File: config.mk
export PLATFORM = sky130hd
export DESIGN_NAME = rsd_display
export DESIGN_NICKNAME = d
export VERILOG_FILES = /design/src/hdl/rsd_pkg.sv /design/src/hdl/rsd_display.sv
export SDC_FILE = /design/constraint.sdc
export NUM_CORES = 1
export LEC_CHECK = 0
export BUFFER_PORTS_ARGS = -buffer_cell sky130_fd_sc_hd__buf_2
export CAP_MARGIN = 20
export CORE_MARGIN = 2
export CORE_UTILIZATION = 30
export DETAILED_ROUTE_END_ITERATION = 10
export MAX_ROUTING_LAYER = met4
export PLACE_DENSITY = 0.52
export SKIP_CTS_REPAIR_TIMING = 1
export SYNTH_ARGS = -nofsm -noshare
export SYNTH_HDL_FRONTEND = slang
export SYNTH_SLANG_ARGS = --single-unit
File: constraint.sdc
create_clock -name aclk -period 3.1 [get_ports aclk]
set_input_delay 0.465 -clock aclk [delete_from_list [all_inputs] [get_ports aclk]]
set_output_delay 0.465 -clock aclk [all_outputs]
set_load 0.1 [all_outputs]
File: src/hdl/rsd_pkg.sv
// Shared constants and types for the repeater status display block
package rsd_pkg;

  // Clock rate and derived cycle counts
  localparam int CLK_HZ        = 40_000_000;
  localparam int CLK_MHZ       = CLK_HZ / 1_000_000;
  localparam int FREEZE_MS     = 30;
  localparam int FREEZE_CYCLES_DFLT = FREEZE_MS * (CLK_HZ / 1000);
  localparam int FRZ_W         = 21;

  // Bus phase timing of one latch write, in ns, rounded up to whole cycles
  localparam int SETUP_NS      = 50;
  localparam int STROBE_NS     = 100;
  localparam int HOLD_NS       = 50;
  localparam logic [2:0] SETUP_CYC  = 3'((SETUP_NS * CLK_MHZ + 999) / 1000);
  localparam logic [2:0] STROBE_CYC = 3'((STROBE_NS * CLK_MHZ + 999) / 1000);
  localparam logic [2:0] HOLD_CYC   = 3'((HOLD_NS * CLK_MHZ + 999) / 1000);

  // Port count and bank extents
  localparam int NPORT         = 13;
  localparam logic [2:0] LOWER_LAST = 3'h7;
  localparam logic [2:0] UPPER_LAST = 3'h5;
  localparam int UPPER_BASE    = 7;

  // Data bus bit positions
  localparam int BIT_LINK      = 0;
  localparam int BIT_COL       = 1;
  localparam int BIT_REC       = 2;
  localparam int BIT_JAB_PART  = 3;
  localparam int BIT_POL       = 4;
  localparam int ADDR_LSB      = 5;

  // Register byte offsets
  localparam logic [3:0] OFS_CTRL   = 4'h0;
  localparam logic [3:0] OFS_STATUS = 4'h4;
  localparam logic [3:0] OFS_DISP   = 4'h8;

  // Reset values and bus responses
  localparam logic       CTRL_EN_RST = 1'b1;
  localparam logic [1:0] RESP_OKAY   = 2'h0;
  localparam logic [1:0] RESP_SLVERR = 2'h2;

  typedef enum logic [1:0] {ST_IDLE, ST_SETUP, ST_STROBE, ST_HOLD} rsd_state_type;

endpackage : rsd_pkg

File: src/hdl/rsd_display.sv
// Autonomous LED status display sequencer with AXI4-Lite control registers
`timescale 1ns/1ps
`default_nettype none

// Summary of operation
// - Autonomous display cycles, minimum or maximum mode
// - Mode bit captured at mode load
// - Bus bit 1 shows collision
// - Minimum: bit 2 any port receiving
// - Minimum: bit 3 shows jabber protect
// - Minimum: bit 4 any segment partitioned
// - Minimum: lower strobe loads, upper held high
// - Freeze display 30 ms after packet ends
// - Pause updates during periodic service interrupt
// - Maximum: bit 0 link of twisted-pair port
// - Maximum: bit 2 addressed port receiving
// - Maximum: bit 3 addressed port partitioned
// - Maximum: bit 4 reversed polarity, twisted-pair
// - Maximum: top three bits carry latch address
// - Lower strobe serves ports 1 to 7
// - Upper strobe serves ports 8 to 13
// - Lower address 0 aggregate, 1-7 ports
// - Upper addresses 0-5 are ports 8-13
// - Finish update before granting processor bus
module rsd_display
  import rsd_pkg::*;
#(
  parameter int FREEZE_CYCLES = FREEZE_CYCLES_DFLT
) (
  // Clock and reset
  input  wire logic              aclk,
  input  wire logic              aresetn,
  // AXI4-Lite write address and data
  input  wire logic [3:0]        s_axi_awaddr,
  input  wire logic              s_axi_awvalid,
  output logic                   s_axi_awready,
  input  wire logic [31:0]       s_axi_wdata,
  input  wire logic [3:0]        s_axi_wstrb,
  input  wire logic              s_axi_wvalid,
  output logic                   s_axi_wready,
  // AXI4-Lite write response
  output logic [1:0]             s_axi_bresp,
  output logic                   s_axi_bvalid,
  input  wire logic              s_axi_bready,
  // AXI4-Lite read
  input  wire logic [3:0]        s_axi_araddr,
  input  wire logic              s_axi_arvalid,
  output logic                   s_axi_arready,
  output logic [31:0]            s_axi_rdata,
  output logic [1:0]             s_axi_rresp,
  output logic                   s_axi_rvalid,
  input  wire logic              s_axi_rready,
  // Repeater core status, same clock
  input  wire logic [NPORT-1:0]  port_col,
  input  wire logic [NPORT-1:0]  port_receive_flag,
  input  wire logic [NPORT-1:0]  port_part,
  input  wire logic [NPORT-1:0]  port_link,
  input  wire logic [NPORT-1:0]  reversed_polarity_flag,
  input  wire logic [NPORT-1:0]  port_twisted_pair,
  input  wire logic              jabber_protect_flag,
  input  wire logic              repeating,
  input  wire logic              periodic_service_interrupt,
  // Pins: mode load and processor strobes
  input  wire logic              mode_load,
  input  wire logic              mode_cfg_max,
  input  wire logic              proc_rd_n,
  input  wire logic              proc_wr_n,
  // Display bus and strobes
  output logic [7:0]             disp_data,
  output logic                   disp_data_oe,
  output logic                   lower_latch_strobe_n,
  output logic                   upper_latch_strobe_n,
  output logic                   bus_buffer_en_n
);

  typedef struct packed {
    logic [1:0]            rd_sync;
    logic [1:0]            wr_sync;
    logic [1:0]            ld_sync;
    logic [1:0]            cfg_sync;
    logic                  ld_prev;
    logic                  mode_max;
    logic                  enable;
    logic                  rep_prev;
    logic                  frozen;
    logic [FRZ_W-1:0]      frz_cnt;
    logic [NPORT-1:0]      s_col;
    logic [NPORT-1:0]      s_rec;
    logic [NPORT-1:0]      s_part;
    logic [NPORT-1:0]      s_link;
    logic [NPORT-1:0]      s_pol;
    logic                  s_jab;
    rsd_state_type         st;
    logic                  upper;
    logic [2:0]            addr;
    logic [2:0]            tcnt;
    logic [7:0]            dout;
    logic                  doe;
    logic                  str_lo_n;
    logic                  str_hi_n;
    logic                  buffen_n;
    logic                  awready;
    logic                  wready;
    logic                  aw_got;
    logic                  w_got;
    logic [3:0]            awaddr;
    logic [31:0]           wdata;
    logic [3:0]            wstrb;
    logic                  bvalid;
    logic [1:0]            bresp;
    logic                  arready;
    logic                  rvalid;
    logic [31:0]           rdata;
    logic [1:0]            rresp;
  } rsd_regs_type;

  localparam logic [FRZ_W-1:0] FRZ_LOAD = FRZ_W'(FREEZE_CYCLES);

  rsd_regs_type r_r;
  rsd_regs_type r_nxt;

  // Status byte for one latch slot, built from the frozen-or-live snapshot and the live port_twisted_pair flags
  function automatic logic [7:0] slot_byte(input rsd_regs_type s, input logic mx,
                                           input logic up, input logic [2:0] a);
    logic [7:0] b;
    int         p;
    b = 8'h00;
    p = 0;
    if (!mx) begin
      b[BIT_COL]      = |s.s_col;
      b[BIT_REC]      = |s.s_rec;
      b[BIT_JAB_PART] = s.s_jab;
      b[BIT_POL]      = |s.s_part;
    end else begin
      b[7:ADDR_LSB] = a;
      if (!up && a == 3'h0) begin
        b[BIT_COL]      = |s.s_col;
        b[BIT_REC]      = |s.s_rec;
        b[BIT_JAB_PART] = s.s_jab;
      end else begin
        p = up ? UPPER_BASE + int'(a) : int'(a) - 1;
        b[BIT_COL]      = s.s_col[p];
        b[BIT_REC]      = s.s_rec[p];
        b[BIT_JAB_PART] = s.s_part[p];
        // Port 1 is the AUI port: no link or polarity
        if (p != 0) begin
          b[BIT_LINK] = s.s_link[p] & port_twisted_pair[p];
          b[BIT_POL]  = s.s_pol[p] & port_twisted_pair[p];
        end
      end
    end
    return b;
  endfunction

  // Next-state logic for the whole block
  always_comb begin
    logic proc_req;
    logic wr_fire;
    r_nxt = r_r;
    proc_req = 1'b0;
    wr_fire  = 1'b0;

    // Pin synchronisers; only the second stage is read below
    r_nxt.rd_sync  = {r_r.rd_sync[0], ~proc_rd_n};
    r_nxt.wr_sync  = {r_r.wr_sync[0], ~proc_wr_n};
    r_nxt.ld_sync  = {r_r.ld_sync[0], mode_load};
    r_nxt.cfg_sync = {r_r.cfg_sync[0], mode_cfg_max};
    r_nxt.ld_prev  = r_r.ld_sync[1];
    proc_req = r_r.rd_sync[1] | r_r.wr_sync[1];

    // Mode bit taken at the falling edge of the mode load pulse
    if (r_r.ld_prev && !r_r.ld_sync[1]) begin
      r_nxt.mode_max = r_r.cfg_sync[1];
    end

    // Freeze after a packet ends; a new packet or timeout releases it
    r_nxt.rep_prev = repeating;
    if (repeating && !r_r.rep_prev) begin
      r_nxt.frozen = 1'b0;
    end else if (!repeating && r_r.rep_prev) begin
      r_nxt.frozen  = 1'b1;
      r_nxt.frz_cnt = FRZ_LOAD;
    end else if (r_r.frozen) begin
      if (r_r.frz_cnt <= FRZ_W'(1)) begin
        r_nxt.frozen = 1'b0;
      end
      r_nxt.frz_cnt = r_r.frz_cnt - FRZ_W'(1);
    end

    // Snapshot follows live status unless frozen
    if (!r_nxt.frozen) begin
      r_nxt.s_col  = port_col;
      r_nxt.s_rec  = port_receive_flag;
      r_nxt.s_part = port_part;
      r_nxt.s_link = port_link;
      r_nxt.s_pol  = reversed_polarity_flag;
      r_nxt.s_jab  = jabber_protect_flag;
    end

    // Display sequencer; a slot in progress always runs to its end
    unique case (r_r.st)
      ST_IDLE: begin
        r_nxt.doe      = 1'b0;
        r_nxt.str_lo_n = 1'b1;
        r_nxt.str_hi_n = 1'b1;
        if (proc_req) begin
          r_nxt.buffen_n = 1'b0;
        end else begin
          r_nxt.buffen_n = 1'b1;
          if (r_r.enable && !periodic_service_interrupt) begin
            r_nxt.st   = ST_SETUP;
            r_nxt.doe  = 1'b1;
            r_nxt.dout = slot_byte(r_r, r_r.mode_max, r_r.upper, r_r.addr);
            r_nxt.tcnt = SETUP_CYC;
          end
        end
      end
      ST_SETUP: begin
        // Data has settled before the strobe falls
        if (r_r.tcnt <= 3'h1) begin
          r_nxt.st   = ST_STROBE;
          r_nxt.tcnt = STROBE_CYC;
          if (r_r.mode_max && r_r.upper) begin
            r_nxt.str_hi_n = 1'b0;
          end else begin
            r_nxt.str_lo_n = 1'b0;
          end
        end else begin
          r_nxt.tcnt = r_r.tcnt - 3'h1;
        end
      end
      ST_STROBE: begin
        if (r_r.tcnt <= 3'h1) begin
          r_nxt.st       = ST_HOLD;
          r_nxt.tcnt     = HOLD_CYC;
          r_nxt.str_lo_n = 1'b1;
          r_nxt.str_hi_n = 1'b1;
        end else begin
          r_nxt.tcnt = r_r.tcnt - 3'h1;
        end
      end
      ST_HOLD: begin
        // Data stays after the strobe rises, then step to the next slot
        if (r_r.tcnt <= 3'h1) begin
          r_nxt.st = ST_IDLE;
          if (!r_r.mode_max) begin
            r_nxt.upper = 1'b0;
            r_nxt.addr  = 3'h0;
          end else if (!r_r.upper) begin
            if (r_r.addr == LOWER_LAST) begin
              r_nxt.upper = 1'b1;
              r_nxt.addr  = 3'h0;
            end else begin
              r_nxt.addr = r_r.addr + 3'h1;
            end
          end else begin
            if (r_r.addr >= UPPER_LAST) begin
              r_nxt.upper = 1'b0;
              r_nxt.addr  = 3'h0;
            end else begin
              r_nxt.addr = r_r.addr + 3'h1;
            end
          end
        end else begin
          r_nxt.tcnt = r_r.tcnt - 3'h1;
        end
      end
    endcase

    // AXI write: address and data taken in either order
    if (s_axi_awvalid && r_r.awready) begin
      r_nxt.aw_got  = 1'b1;
      r_nxt.awready = 1'b0;
      r_nxt.awaddr  = s_axi_awaddr;
    end
    if (s_axi_wvalid && r_r.wready) begin
      r_nxt.w_got  = 1'b1;
      r_nxt.wready = 1'b0;
      r_nxt.wdata  = s_axi_wdata;
      r_nxt.wstrb  = s_axi_wstrb;
    end
    wr_fire = r_r.aw_got && r_r.w_got && !r_r.bvalid;
    if (wr_fire) begin
      r_nxt.aw_got = 1'b0;
      r_nxt.w_got  = 1'b0;
      r_nxt.bvalid = 1'b1;
      if (r_r.awaddr == OFS_CTRL) begin
        r_nxt.bresp = RESP_OKAY;
        if (r_r.wstrb[0]) begin
          r_nxt.enable = r_r.wdata[0];
        end
      end else if (r_r.awaddr == OFS_STATUS || r_r.awaddr == OFS_DISP) begin
        r_nxt.bresp = RESP_OKAY;                         // Read-only, write ignored
      end else begin
        r_nxt.bresp = RESP_SLVERR;
      end
    end
    if (r_r.bvalid && s_axi_bready) begin
      r_nxt.bvalid  = 1'b0;
      r_nxt.awready = 1'b1;
      r_nxt.wready  = 1'b1;
    end

    // AXI read: one outstanding, answered the cycle after address is taken
    if (s_axi_arvalid && r_r.arready) begin
      r_nxt.arready = 1'b0;
      r_nxt.rvalid  = 1'b1;
      r_nxt.rresp   = RESP_OKAY;
      unique case (s_axi_araddr)
        OFS_CTRL:   r_nxt.rdata = {31'h0000_0000, r_r.enable};
        OFS_STATUS: r_nxt.rdata = {24'h00_0000, r_r.upper, r_r.addr,
                                   ~r_r.buffen_n, r_r.st != ST_IDLE,
                                   r_r.frozen, r_r.mode_max};
        OFS_DISP:   r_nxt.rdata = {24'h00_0000, r_r.dout};
        default: begin
          r_nxt.rdata = 32'h0000_0000;
          r_nxt.rresp = RESP_SLVERR;
        end
      endcase
    end
    if (r_r.rvalid && s_axi_rready) begin
      r_nxt.rvalid  = 1'b0;
      r_nxt.arready = 1'b1;
    end
  end

  // State register; reset gives minimum mode, idle bus, strobes high
  always_ff @(posedge aclk) begin
    if (!aresetn) begin
      r_r          <= '0;
      r_r.st       <= ST_IDLE;
      r_r.enable   <= CTRL_EN_RST;
      r_r.str_lo_n <= 1'b1;
      r_r.str_hi_n <= 1'b1;
      r_r.buffen_n <= 1'b1;
      r_r.awready  <= 1'b1;
      r_r.wready   <= 1'b1;
      r_r.arready  <= 1'b1;
    end else begin
      r_r <= r_nxt;
    end
  end

  // Outputs straight from the state register
  assign s_axi_awready        = r_r.awready;
  assign s_axi_wready         = r_r.wready;
  assign s_axi_bvalid         = r_r.bvalid;
  assign s_axi_bresp          = r_r.bresp;
  assign s_axi_arready        = r_r.arready;
  assign s_axi_rvalid         = r_r.rvalid;
  assign s_axi_rdata          = r_r.rdata;
  assign s_axi_rresp          = r_r.rresp;
  assign disp_data            = r_r.dout;
  assign disp_data_oe         = r_r.doe;
  assign lower_latch_strobe_n = r_r.str_lo_n;
  assign upper_latch_strobe_n = r_r.str_hi_n;
  assign bus_buffer_en_n      = r_r.buffen_n;

endmodule // rsd_display

`default_nettype wire

==> flow_metrics.py <==
metrics = {
    "logic_synthesis": {
        "ys_seq_area_frac": 0.4197,
        "synth.largest_area_cell": "dfxtp_1",
        "syn_inst": 741,
        "ys_seq_elements": 144,
        "yosys.area.top_type_share": 0.4197,
        "yosys_most_used_dff": "dfxtp_1",
        "ys_types": 62,
        "postSynth.asyncResetShare": 0,
        "syn_avg_cell_area_um2": 9.270,
        "ys_top_cells_by_area": "dfxtp_1, mux2i_1, nor2_1",
        "ys_warn_count": 0,
        "synth_edf_count": 0,
        "synthesis.area_um2": 6869,
    },
    "cts": {
        "clk_latency_ps": 420,
        "cts_max_path_buffers": 2,
        "clock-root-buffer": "clkbuf_16",
        "cts_max_level": 4,
        "cts_num_sinks": 144,
        "clk_pin_slew_ps": 60,
        "numCtsBuffers": 17,
        "cts_tree": "done",
    },
    "timing": {
        "holdWs_ps": 190.4,
        "fmax_mhz": 390.3,
        "hold_viol_final": 0,
        "tightest_slew_ps": 939.4,
        "rsz0062_at_grt": "false",
        "drv_slew": 0,
        "tns_ps": 0,
        "fin_crit_sh": 0.8265,
        "timing.final.crit_period_ps": 2562,
        "slew_headroom": 0.3725,
        "setup_viol": 0,
        "clock-skew-final_ps": 12.30,
    },
    "floorplanning": {
        "num_rows": 55,
        "dieWidth_um": 155.3,
        "start_util": 0.3043,
        "io_pins": 189,
        "core_area_um2": 22570,
        "die_area_um2": 24120,
        "die_h_um": 155.3,
    },
    "global_route": {
        "grt_pass1_wl_mm": 27.93,
        "grt_usage": 0.1508,
        "grt_pass1_vias": 5320,
        "antenna_found_initial": 0,
        "grt_overflow": 0,
        "grt_max_degree": 65,
    },
    "job": {
        "drv_cap": 0,
    },
    "finish": {
        "fin_cells": 1145,
        "post_route_cells_drive_above_1_share": 0.2372,
        "antenna_cells": 0,
        "area_delta_synth_final_pct": 20.02,
        "finalNetCount": 998,
    },
    "power": {
        "ir_drop_mv": 0.3916,
        "p_per_area_nw_per_um2": 667.8,
        "p_leak_nw": 3.329,
    },
    "route": {
        "drt_iter0_drc": 251,
        "via_count": 5450,
        "drcViolationCount": 0,
        "firstDrtPassIters": 5,
        "routed_wl_mm": 17.27,
        "wl_per_cell_um": 15.08,
        "ant_nets": 0,
        "vias_per_cell": 4.760,
    },
    "placed_design": {
        "hpwl_mm": 12.50,
        "portBuffers": 128,
        "globalplace.congestion": 0.7802,
        "dp_cells": 1114,
    },
    "critical_path": {
        "required_ps": 3380,
        "path_class": "reg2reg",
        "cp_max_fo": 16,
        "crit_arrival_ps": 2840,
        "cp-end-kind": "register",
        "cp-start-kind": "register",
    },
    "worst_hold_path": {
        "hold_path_class": "in2reg",
    },
    "status": {
        "status": "complete, no violations",
    },
}
cell families after synthesis:
kind of cell,count (synthesis),synth area share
AOI/OAI and AO/OA,122,0.1151
xor gates and xnor gates,13,0.01658
adders and majority gates,14,0.02550
buffers and inverters,99,0.08215
DFF,144,0.4197
muxes,89,0.1592
other,1,0.0005459
and+or+nand+nor,259,0.1812
registers in the layout (all words and copies together) (netlist names), 5 cells and up:
signal	cells
r_r	112
disp_data	8
r_nxt	5
s_axi_rdata	8
cell usage in the layout, fill, tap and decap left out, drive strengths merged, types with 14 or more instances in the layout:
cell    netlist  final
a21oi        37     37
buf          58    145
clkbuf       24     18
conb          1     26
dfxtp       144    144
ha           14     14
inv          17     18
mux2i        71     71
mux4         16     16
nand2        43     43
nand3        26     26
nor2        113    113
nor3         17     17
o21ai        31     31
metrics by stage:
| stage | instance area [µm²] | worst slack, ps | total power, mW | util |
|---|---|---|---|---|
| 2_1_floorplan | 6963 | 345.4 | 3.193 | - |
| 3_3_place_gp | 7651 | 577.5 | 3.465 | 0.3390 |
| 3_5_place_dp | 7651 | 563.2 | 3.472 | 0.3390 |
| 4_1_cts | 8244 | 552.6 | 5.574 | 0.3652 |
| 5_1_grt | 8244 | 357.4 | 5.780 | 0.3652 |
| 6_report | 8244 | 537.9 | 5.506 | 0.3652 |
cells in the mapped netlist, types with 5 or more instances:
cell / number
dfxtp_1: 144
nor2_1: 113
mux2i_1: 71
buf_4: 49
nand2_1: 43
a21oi_1: 37
o21ai_0: 31
nand3_1: 26
clkbuf_1: 24
inv_1: 17
mux4_2: 16
nor3_1: 16
ha_1: 14
and2_1: 13
nor4_1: 11
a22oi_1: 8
a211oi_1: 7
buf_2: 7
nand4_1: 7
xnor2_1: 7
nor2b_1: 6
xor2_1: 6
a31oi_1: 5
critical path: stages (launching register included):
cell and delay (ps):
dfxtp_1 390, inv_1 140, ha_1 770, mux4_2 410, mux4_2 470, mux2i_1 160
a21oi_1 80
per-layer routing:
| layer | track usage | routed length [µm] |
|---|---|---|
| met2 | 0.2385 | 7975 |
| met5 | - | 0 |
| met4 | 0.03582 | 156 |
| met1 | 0.1941 | 8293 |
| met3 | 0.03872 | 842 |
report_power, final:
part           switching [mW]  leakage (nW)  internal (mW)  total [mW]
Combinational           0.874          1.86          0.409        1.28
Clock                   0.817         0.287           1.26        2.08
Sequential              0.131          1.19           2.01        2.14
worst paths after layout:
check	startpoint	endpoint	slack, ps	cells past startpoint
max	r_r[99]	disp_data[3]	540	6
min	proc_wr_n	r_nxt[201]	190	2
max reg2reg	r_r[99]	disp_data[3]	540	6
min reg2reg	r_nxt[197]	r_r[197]	430	1
area by class of cell:
class	instances	area, µm²
well taps	285	356.6
clock inverters	13	163.9
multi-input cells	523	3527
flip-flops and latches	144	2884
inverters	17	65.06
clock buffers	18	429.2
repair buffers	145	818.3
fillers	2337	14330
Power figures use the tool's default switching activity.
